`config.mk`:
```
export PLATFORM = sky130hd
export DESIGN_NAME = port_k_ctrl
export DESIGN_NICKNAME = d
export VERILOG_FILES = /design/src/port_k_pkg.sv /design/src/port_k_ctrl.sv /design/src/port_k_pin_cell.sv
export SDC_FILE = /design/constraint.sdc
export NUM_CORES = 1
export LEC_CHECK = 0
export ABC_AREA = 1
export BUFFER_PORTS_ARGS = -buffer_cell sky130_fd_sc_hd__buf_2
export CAP_MARGIN = 30
export CORE_MARGIN = 2
export CORE_UTILIZATION = 44
export DETAILED_ROUTE_END_ITERATION = 6
export GPL_ROUTABILITY_DRIVEN = 1
export PLACE_DENSITY_LB_ADDON = 0.05
export SYNTH_ARGS = -nofsm -noshare
export SYNTH_HDL_FRONTEND = slang
export SYNTH_HIERARCHICAL = 1
export SYNTH_SLANG_ARGS = --single-unit
```
`constraint.sdc`:
```
create_clock -name clk_i -period 0.9 [get_ports clk_i]
set_input_delay 0.18 -clock clk_i [delete_from_list [all_inputs] [get_ports clk_i]]
set_output_delay 0.18 -clock clk_i [all_outputs]
set_load 0.03 [all_outputs]
```
`src/port_k_pkg.sv`:
```
package port_k_pkg;

  localparam int unsigned pin_count = 3;
  localparam int unsigned addr_width = 8;

  // register byte offsets from the port base
  localparam logic [7:0] pin_data_reg_off = 8'h00;
  localparam logic [7:0] output_control_reg_off = 8'h04;
  localparam logic [7:0] fn_select_one_off = 8'h08;
  localparam logic [7:0] fn_select_two_off = 8'h0c;
  localparam logic [7:0] pullup_enable_off = 8'h2c;
  localparam logic [7:0] input_enable_off = 8'h38;

  // value after reset of every control register
  localparam logic [31:0] reg_reset_value = 32'h0000_0000;

  // writable bit masks; every other bit is read-only zero
  localparam logic [2:0] pin_data_mask = 3'h7;
  localparam logic [2:0] output_enable_mask = 3'h7;
  localparam logic [2:0] fn_one_mask = 3'h7;
  localparam logic [2:0] fn_two_mask = 3'h2;
  localparam logic [2:0] pullup_mask = 3'h6;
  localparam logic [2:0] input_enable_mask = 3'h7;

  // field positions
  localparam int unsigned fn_one_sel_pin0 = 0;
  localparam int unsigned fn_one_sel_pin1 = 1;
  localparam int unsigned fn_one_sel_pin2 = 2;
  localparam int unsigned fn_two_sel_pin1 = 1;

  // pin circuit kinds
  typedef enum logic [1:0] {
    open_drain_type = 2'b00,
    dual_output_fn_type = 2'b01,
    single_output_fn_type = 2'b10
  } pin_cell_type;

endpackage

```
`src/port_k_ctrl.sv`:
```
// The implementer's own choices: the address-and-strobe port and the register addresses.
`timescale 1ns/1ps
// three-pin general-purpose port: registers, function muxing and pads
module port_k_ctrl (
  input wire logic clk_i,
  input wire logic rstn_i,
  input wire logic [7:0] addr_i,
  input wire logic [31:0] wdata_i,
  input wire logic wr_i,
  input wire logic rd_i,
  output logic [31:0] rdata_o,
  input wire logic timer_nine_output_i,
  input wire logic system_clock_output_i,
  input wire logic alarm_output_i,
  input wire logic fn_pin0_out_i,
  input wire logic fn_pin0_oe_i,
  input wire logic [2:0] pad_in_i,
  output logic [2:0] pad_out_o,
  output logic [2:0] pad_oe_o,
  output logic [2:0] pad_pullup_o,
  output logic [2:0] core_in_o
);

  // register state
  logic [2:0] pin_data_q;
  logic [2:0] pin_data_d;
  logic [2:0] output_enable_bits_q;
  logic [2:0] output_enable_bits_d;
  logic [2:0] fn_one_q;
  logic [2:0] fn_one_d;
  logic [2:0] fn_two_q;
  logic [2:0] fn_two_d;
  logic [2:0] pullup_enable_bits_q;
  logic [2:0] pullup_enable_bits_d;
  logic [2:0] input_enable_bits_q;
  logic [2:0] input_enable_bits_d;
  logic [31:0] rdata_q;
  logic [31:0] rdata_d;

  // reset-window flag and sampled pad levels
  logic in_reset_q;
  logic [2:0] pad_in_q;

  // pad-side registered outputs
  logic [2:0] pad_out_q;
  logic [2:0] pad_oe_q;
  logic [2:0] pad_pullup_q;
  logic [2:0] core_in_q;

  // combinational outputs of the pin cells
  logic [2:0] cell_out;
  logic [2:0] cell_oe;
  logic [2:0] cell_pull;
  logic [2:0] cell_in;

  // merge masked write data into a register's current value
  function automatic logic [2:0] masked_write(
    input logic [2:0] cur,
    input logic [31:0] data,
    input logic [2:0] mask
  );
    masked_write = (cur & ~mask) | (data[2:0] & mask);
  endfunction

  // widen a three-bit field to a bus word, upper bits zero
  function automatic logic [31:0] to_word(input logic [2:0] val);
    to_word = {29'h0, val};
  endfunction

  // address decode
  wire hit_data = (addr_i == port_k_pkg::pin_data_reg_off);
  wire hit_cr = (addr_i == port_k_pkg::output_control_reg_off);
  wire hit_fn1 = (addr_i == port_k_pkg::fn_select_one_off);
  wire hit_fn2 = (addr_i == port_k_pkg::fn_select_two_off);
  wire hit_pup = (addr_i == port_k_pkg::pullup_enable_off);
  wire hit_ie = (addr_i == port_k_pkg::input_enable_off);

  // write strobes per register
  wire wr_data = wr_i & hit_data;
  wire wr_cr = wr_i & hit_cr;
  wire wr_fn1 = wr_i & hit_fn1;
  wire wr_fn2 = wr_i & hit_fn2;
  wire wr_pup = wr_i & hit_pup;
  wire wr_ie = wr_i & hit_ie;

  // next values: only writable bits take write data
  assign pin_data_d = wr_data ?
    masked_write(pin_data_q, wdata_i, port_k_pkg::pin_data_mask) :
    pin_data_q;
  assign output_enable_bits_d = wr_cr ?
    masked_write(output_enable_bits_q, wdata_i,
                 port_k_pkg::output_enable_mask) :
    output_enable_bits_q;
  assign fn_one_d = wr_fn1 ?
    masked_write(fn_one_q, wdata_i, port_k_pkg::fn_one_mask) :
    fn_one_q;
  assign fn_two_d = wr_fn2 ?
    masked_write(fn_two_q, wdata_i, port_k_pkg::fn_two_mask) :
    fn_two_q;
  assign pullup_enable_bits_d = wr_pup ?
    masked_write(pullup_enable_bits_q, wdata_i,
                 port_k_pkg::pullup_mask) :
    pullup_enable_bits_q;
  assign input_enable_bits_d = wr_ie ?
    masked_write(input_enable_bits_q, wdata_i,
                 port_k_pkg::input_enable_mask) :
    input_enable_bits_q;

  // data readback: driven pins show the latch, enabled inputs the pad
  wire [2:0] data_view =
    (pin_data_q & output_enable_bits_q) |
    (pad_in_q & input_enable_bits_q & ~output_enable_bits_q);

  // read mux; unmapped addresses and upper bits read zero
  wire [31:0] sel_data = hit_data ? to_word(data_view) : 32'h0000_0000;
  wire [31:0] sel_cr = hit_cr ?
    to_word(output_enable_bits_q) : 32'h0000_0000;
  wire [31:0] sel_fn1 = hit_fn1 ? to_word(fn_one_q) : 32'h0000_0000;
  wire [31:0] sel_fn2 = hit_fn2 ? to_word(fn_two_q) : 32'h0000_0000;
  wire [31:0] sel_pup = hit_pup ?
    to_word(pullup_enable_bits_q) : 32'h0000_0000;
  wire [31:0] sel_ie = hit_ie ?
    to_word(input_enable_bits_q) : 32'h0000_0000;
  wire [31:0] read_word =
    sel_data | sel_cr | sel_fn1 | sel_fn2 | sel_pup | sel_ie;

  // read data stands only in the cycle after the strobe
  assign rdata_d = rd_i ? read_word : 32'h0000_0000;

  // port data latch; cleared so that enabling a driver after reset
  // puts a low on the pin, never a stale high
  always_ff @(posedge clk_i or negedge rstn_i) begin
    if (!rstn_i) begin
      pin_data_q <= port_k_pkg::reg_reset_value[2:0];
    end else begin
      pin_data_q <= pin_data_d;
    end
  end

  // output enables; a cleared bit leaves the pin undriven unless pin 0's function is selected, so reset
  // can never push a level onto the board
  always_ff @(posedge clk_i or negedge rstn_i) begin
    if (!rstn_i) begin
      output_enable_bits_q <= port_k_pkg::reg_reset_value[2:0];
    end else begin
      output_enable_bits_q <= output_enable_bits_d;
    end
  end

  // first function selects; pin 0's bit is stored although selecting
  // it is reserved, so software reads back what it wrote and the pin
  // keeps a defined open-drain path either way
  always_ff @(posedge clk_i or negedge rstn_i) begin
    if (!rstn_i) begin
      fn_one_q <= port_k_pkg::reg_reset_value[2:0];
    end else begin
      fn_one_q <= fn_one_d;
    end
  end

  // second function selects; only the alarm bit for pin 1 is stored,
  // the mask keeps the other bits at zero
  always_ff @(posedge clk_i or negedge rstn_i) begin
    if (!rstn_i) begin
      fn_two_q <= port_k_pkg::reg_reset_value[2:0];
    end else begin
      fn_two_q <= fn_two_d;
    end
  end

  // pull-up enables; pin 0 has no pull resistor, so its bit never
  // leaves zero and a stray write cannot make the open-drain pin
  // float high
  always_ff @(posedge clk_i or negedge rstn_i) begin
    if (!rstn_i) begin
      pullup_enable_bits_q <= port_k_pkg::reg_reset_value[2:0];
    end else begin
      pullup_enable_bits_q <= pullup_enable_bits_d;
    end
  end

  // input enables; cleared at reset so a floating pin cannot feed
  // random levels into the core before software has set the port up;
  // the cost is that no pad level can be read until software enables it
  always_ff @(posedge clk_i or negedge rstn_i) begin
    if (!rstn_i) begin
      input_enable_bits_q <= port_k_pkg::reg_reset_value[2:0];
    end else begin
      input_enable_bits_q <= input_enable_bits_d;
    end
  end

  // bus read register; zero outside the read slot so a stale word
  // can never be mistaken for an answer
  always_ff @(posedge clk_i or negedge rstn_i) begin
    if (!rstn_i) begin
      rdata_q <= port_k_pkg::reg_reset_value;
    end else begin
      rdata_q <= rdata_d;
    end
  end

  // high while reset is held and for the first edge after release;
  // the async set means the pull gate acts even with no clock running
  always_ff @(posedge clk_i or negedge rstn_i) begin
    if (!rstn_i) begin
      in_reset_q <= 1'b1;
    end else begin
      in_reset_q <= 1'b0;
    end
  end

  // pads are taken as synchronous; one register keeps paths short,
  // at the price of one cycle of input latency
  always_ff @(posedge clk_i or negedge rstn_i) begin
    if (!rstn_i) begin
      pad_in_q <= port_k_pkg::reg_reset_value[2:0];
    end else begin
      pad_in_q <= pad_in_i;
    end
  end

  // per-pin function selects taken out of the select registers
  wire pick_fn_pin0 = fn_one_q[port_k_pkg::fn_one_sel_pin0];
  wire pick_sysclk_pin1 = fn_one_q[port_k_pkg::fn_one_sel_pin1];
  wire pick_alarm_pin1 = fn_two_q[port_k_pkg::fn_two_sel_pin1];
  wire pick_timer_pin2 = fn_one_q[port_k_pkg::fn_one_sel_pin2];

  // pin 0: open-drain cell, function selection is reserved but wired
  port_k_pin_cell #(
    .cell_kind(port_k_pkg::open_drain_type),
    .pull_reset_forced(1'b1)
  ) u_pin0 (
    .port_data_i(pin_data_q[0]),
    .out_en_i(output_enable_bits_q[0]),
    .fn1_sel_i(pick_fn_pin0),
    .fn1_val_i(fn_pin0_out_i),
    .fn1_oe_i(fn_pin0_oe_i),
    .fn2_sel_i(1'b0),
    .fn2_val_i(1'b0),
    .pull_en_i(pullup_enable_bits_q[0]),
    .in_en_i(input_enable_bits_q[0]),
    .in_reset_i(in_reset_q),
    .pad_in_i(pad_in_q[0]),
    .pad_out_o(cell_out[0]),
    .pad_oe_o(cell_oe[0]),
    .pad_pull_o(cell_pull[0]),
    .core_in_o(cell_in[0])
  );

  // pin 1: dual-output cell, system clock or alarm
  port_k_pin_cell #(
    .cell_kind(port_k_pkg::dual_output_fn_type),
    .pull_reset_forced(1'b1)
  ) u_pin1 (
    .port_data_i(pin_data_q[1]),
    .out_en_i(output_enable_bits_q[1]),
    .fn1_sel_i(pick_sysclk_pin1),
    .fn1_val_i(system_clock_output_i),
    .fn1_oe_i(1'b0),
    .fn2_sel_i(pick_alarm_pin1),
    .fn2_val_i(alarm_output_i),
    .pull_en_i(pullup_enable_bits_q[1]),
    .in_en_i(input_enable_bits_q[1]),
    .in_reset_i(in_reset_q),
    .pad_in_i(pad_in_q[1]),
    .pad_out_o(cell_out[1]),
    .pad_oe_o(cell_oe[1]),
    .pad_pull_o(cell_pull[1]),
    .core_in_o(cell_in[1])
  );

  // pin 2: single-output cell, timer nine
  port_k_pin_cell #(
    .cell_kind(port_k_pkg::single_output_fn_type),
    .pull_reset_forced(1'b1)
  ) u_pin2 (
    .port_data_i(pin_data_q[2]),
    .out_en_i(output_enable_bits_q[2]),
    .fn1_sel_i(pick_timer_pin2),
    .fn1_val_i(timer_nine_output_i),
    .fn1_oe_i(1'b0),
    .fn2_sel_i(1'b0),
    .fn2_val_i(1'b0),
    .pull_en_i(pullup_enable_bits_q[2]),
    .in_en_i(input_enable_bits_q[2]),
    .in_reset_i(in_reset_q),
    .pad_in_i(pad_in_q[2]),
    .pad_out_o(cell_out[2]),
    .pad_oe_o(cell_oe[2]),
    .pad_pull_o(cell_pull[2]),
    .core_in_o(cell_in[2])
  );

  // pad drive values; registered so the pins never see decode glitches
  // while a select bit and the port latch change in one cycle
  always_ff @(posedge clk_i or negedge rstn_i) begin
    if (!rstn_i) begin
      pad_out_q <= port_k_pkg::reg_reset_value[2:0];
    end else begin
      pad_out_q <= cell_out;
    end
  end

  // pad drive enables; cleared asynchronously so no pin is driven
  // while reset is held, even with the clock stopped
  always_ff @(posedge clk_i or negedge rstn_i) begin
    if (!rstn_i) begin
      pad_oe_q <= port_k_pkg::reg_reset_value[2:0];
    end else begin
      pad_oe_q <= cell_oe;
    end
  end

  // pull-up enables; cleared asynchronously so the pull is off for the
  // whole reset, not only after a clock edge
  always_ff @(posedge clk_i or negedge rstn_i) begin
    if (!rstn_i) begin
      pad_pullup_q <= port_k_pkg::reg_reset_value[2:0];
    end else begin
      pad_pullup_q <= cell_pull;
    end
  end

  // gated inputs to the core; second stage after the pad sample, so
  // the core sees a level two edges after the pin settles
  always_ff @(posedge clk_i or negedge rstn_i) begin
    if (!rstn_i) begin
      core_in_q <= port_k_pkg::reg_reset_value[2:0];
    end else begin
      core_in_q <= cell_in;
    end
  end

  // outputs straight from flip-flops
  assign rdata_o = rdata_q;
  assign pad_out_o = pad_out_q;
  assign pad_oe_o = pad_oe_q;
  assign pad_pullup_o = pad_pullup_q;
  assign core_in_o = core_in_q;

endmodule

```
`src/port_k_pin_cell.sv`:
```
`timescale 1ns/1ps
// one pin's output mux, driver control, pull control and input gate
module port_k_pin_cell #(
  parameter port_k_pkg::pin_cell_type cell_kind =
    port_k_pkg::single_output_fn_type,
  parameter bit pull_reset_forced = 1'b1
) (
  input wire logic port_data_i,
  input wire logic out_en_i,
  input wire logic fn1_sel_i,
  input wire logic fn1_val_i,
  input wire logic fn1_oe_i,
  input wire logic fn2_sel_i,
  input wire logic fn2_val_i,
  input wire logic pull_en_i,
  input wire logic in_en_i,
  input wire logic in_reset_i,
  input wire logic pad_in_i,
  output logic pad_out_o,
  output logic pad_oe_o,
  output logic pad_pull_o,
  output logic core_in_o
);

  logic drive_val;
  logic drive_en;

  // output source: second function beats first, first beats port
  always_comb begin
    drive_val = port_data_i;
    drive_en = out_en_i;
    case (cell_kind)
      port_k_pkg::open_drain_type: begin
        if (fn1_sel_i) begin
          drive_val = fn1_val_i;
          drive_en = fn1_oe_i;
        end
      end
      port_k_pkg::dual_output_fn_type: begin
        if (fn2_sel_i) begin
          drive_val = fn2_val_i;
        end else if (fn1_sel_i) begin
          drive_val = fn1_val_i;
        end
      end
      port_k_pkg::single_output_fn_type: begin
        if (fn1_sel_i) begin
          drive_val = fn1_val_i;
        end
      end
      default: begin
        drive_en = 1'b0;
      end
    endcase
  end

  // open drain only ever pulls low; a high releases the pad
  always_comb begin
    if (cell_kind == port_k_pkg::open_drain_type) begin
      pad_out_o = 1'b0;
      pad_oe_o = drive_en & ~drive_val;
      pad_pull_o = 1'b0; // no pull resistor on this cell
    end else begin
      pad_out_o = drive_val;
      pad_oe_o = drive_en;
      if (pull_reset_forced) begin
        pad_pull_o = pull_en_i & ~in_reset_i;
      end else begin
        pad_pull_o = pull_en_i;
      end
    end
  end

  // input path is gated off unless enabled
  assign core_in_o = pad_in_i & in_en_i;

endmodule

```
==> run metrics <==
status=finished, violations left; failing checks=setup timing; WS Path Type=register to output pin; crit path max fanout=1; Gate Count Post-Synth=211; area grow syn2layout=33.3%; number of CTS-inserted buffers=5; CTS root buf=clkbuf_8; Yosys top cell by area=dfrtp_1; chip height=67.1 um; number of antenna violations at the first check in global routing=0; nets@finish=325; diodes inserted=0; H-tree depth=2; crit path cell chain=buf_6; sequential element share of the synthesized area=48.6%; mean routed wirelength per cell=10.7 um; vias in the first global route=1,286; worst r2r src=output_enable_bits_q[2]; CTS max path bufs=2; # setup viols final=18; PnR worst setup slack=-0.0947 ns; crit path buf inv count=1; global-route wire length before repair=5460 um; global placement routability congestion=0.819; Final Hold Vio Count=0; Port Buffers=37; CP required=0.72 ns; Max Cap Viol=0; Worst Setup SP=pad_oe_o[2]; CP Launch Type=register; clk_lat worst skew=0.29 ns; final slew viol count=0; Initial Util=46.8%; Power Dens Cells=1530 nW/um2; Leakage=0.00125 uW; final core utilization=62.4%; Via-to-Cell Ratio=4.31; area share of the largest cell type after synthesis=47.1%; number of synthesized register bits=34; post-layout min period=0.995 ns; Worst-path clk slew=0.07 ns; Worst path top cell family by delay=flip-flops; Hold Crit Start=timer_nine_output_i; remaining global-route overflow=0; max incr delay on CP=0.39 ns; cell area after synthesis=1750 um2; crit path max-delay cell type=dfrtp_1; CTS tree=yes; final wirelength=3450 um; Core ar.=3740 um2; First-pass DRT Iterations=4; largest net degree at the start of global routing=35; final clock skew=0.00650 ns; RSZ-0062 raised after global routing=true; Synth area leaders=dfrtp_1, buf_4, nand2_1; maximum clock rate=1010 MHz; die width=67.1 um; Yosys cell types=18; total die area=4500 um2; HPWL after DPL=2600 um; worst hold slack=0.0898 ns; # rows=22; crit path DAT=0.81 ns; crit end category=output pin; I/O Pins=96; maximum vdd drop=1020 uV; min-delay worst type=input pin to register; synthesis warning total=6; Mean Syn Cell Area=8.30 um2; ratio of final minimum period to clock period=111%; DR iter-0 viols=63; drc violations=0; Sink Count=34; gr usage total=16.8%; Vias=1,389; layout cells sized above 1=33.9%; final antenna-violating net count=0
==> logic make-up (layout without fill, tap and decap cells) <==
logic type / after synthesis / after routing / synth area share (%)
compound gates: 17 / 17 / 5.21
buf+inv: 65 / 98 / 21.0
flops: 34 / 34 / 48.6
other cells: 2 / 32 / 0.429
simple gates: 93 / 93 / 24.7
==> cells in the mapped netlist, drive strengths merged <==
cell and count:
a21oi 1, dfstp 1, nand2 53, conb 2, o21a 1, nor4 3, nand3 17, inv 32
nor2 20, o21ai 15, buf 33, dfrtp 33
==> where the power goes <==
group | internal, uW | leakage, uW | switching [uW] | total, uW
sequential | 1630 | 0.000403 | 64.1 | 1690
clock | 616 | 0.0000482 | 534 | 1150
combinational | 256 | 0.000804 | 473 | 729
total | 2500 | 0.00125 | 1070 | 3570
==> what timing repair did <==
item                       CTS  global route
setup buffers                2             1
pin swaps                    1            14
hold endpoints to repair    36             0
gates resized for setup     31            23
hold buffers                 4             0
setup endpoints to repair   18            27
==> flip-flops by register name, indices dropped and copies added, names as in the netlist <==
signal / cells
fn_one_q: 3
pin_data_q: 3
fn_two_q: 1
pad_out_o: 3
in_reset_q: 1
output_enable_bits_q: 3
pad_pullup_o: 3
pad_in_q: 3
pullup_enable_bits_q: 2
core_in_o: 3
rdata_o: 3
pad_oe_o: 3
input_enable_bits_q: 3
==> metal layers <==
| layer | track usage, % | part of all wire (%) |
|---|---|---|
| met5 | 0 | 0 |
| met1 | 19.8 | 42 |
| met2 | 27.8 | 50 |
| met3 | 5.07 | 5.9 |
| met4 | 7.65 | 1.7 |
==> cell usage in the layout (no fill, tap or decap), drive strengths merged <==
cell type | netlist | final
conb | 2 | 32
buf | 33 | 53
dlygate4sd3 | 0 | 4
dfstp | 1 | 1
clkinv | 0 | 1
o21ai | 15 | 15
nor4 | 3 | 3
a21oi | 1 | 1
nor2 | 20 | 20
nand2 | 53 | 53
clkbuf | 0 | 8
dfrtp | 33 | 33
o21a | 1 | 1
nand3 | 17 | 17
inv | 32 | 32
==> per-stage QoR <==
stage                     worst slack (ns)  cell area (um2)  std cells  TNS [ns]  power (uW)
final                              -0.0947             2330        322     -1.40        3570
after global routing                -0.165             2330        322     -1.98        3740
after CTS                           -0.108             2250        321     -1.51        3570
after detailed placement            -0.259             2000        307     -3.80        2330
after global placement              -0.266             2000        307     -3.69        2330
after floorplan                    -0.0111             1890        241   -0.0468        2200
==> layout make-up <==
cell class	count	area [um2]
Sequential cell	34	852
Timing Repair Buffer	58	462
Inverter	32	120
Fill cell	367	1410
Clock buffer	7	86.3
Tap cell	48	60.1
Multi-Input combinational cell	142	749
Clock inverter	1	5.00
==> worst paths after layout <==
| kind | to | slack, ns | depth (start not counted) |
|---|---|---|---|
| worst max-delay path | pad_oe_o[2] | -0.09 | 1 |
| worst min-delay path | pad_out_o[2] | 0.09 | 3 |
| worst max register to register | rdata_o[2] | -0.09 | 5 |
| worst min register to register | pad_oe_o[2] | 0.44 | 0 |
| max in group asynchronous | in_reset_q | 0.27 | 3 |
| min in group asynchronous | pad_oe_o[0] | 0.38 | 3 |
Note: power is estimated with default switching activity, not from simulation.
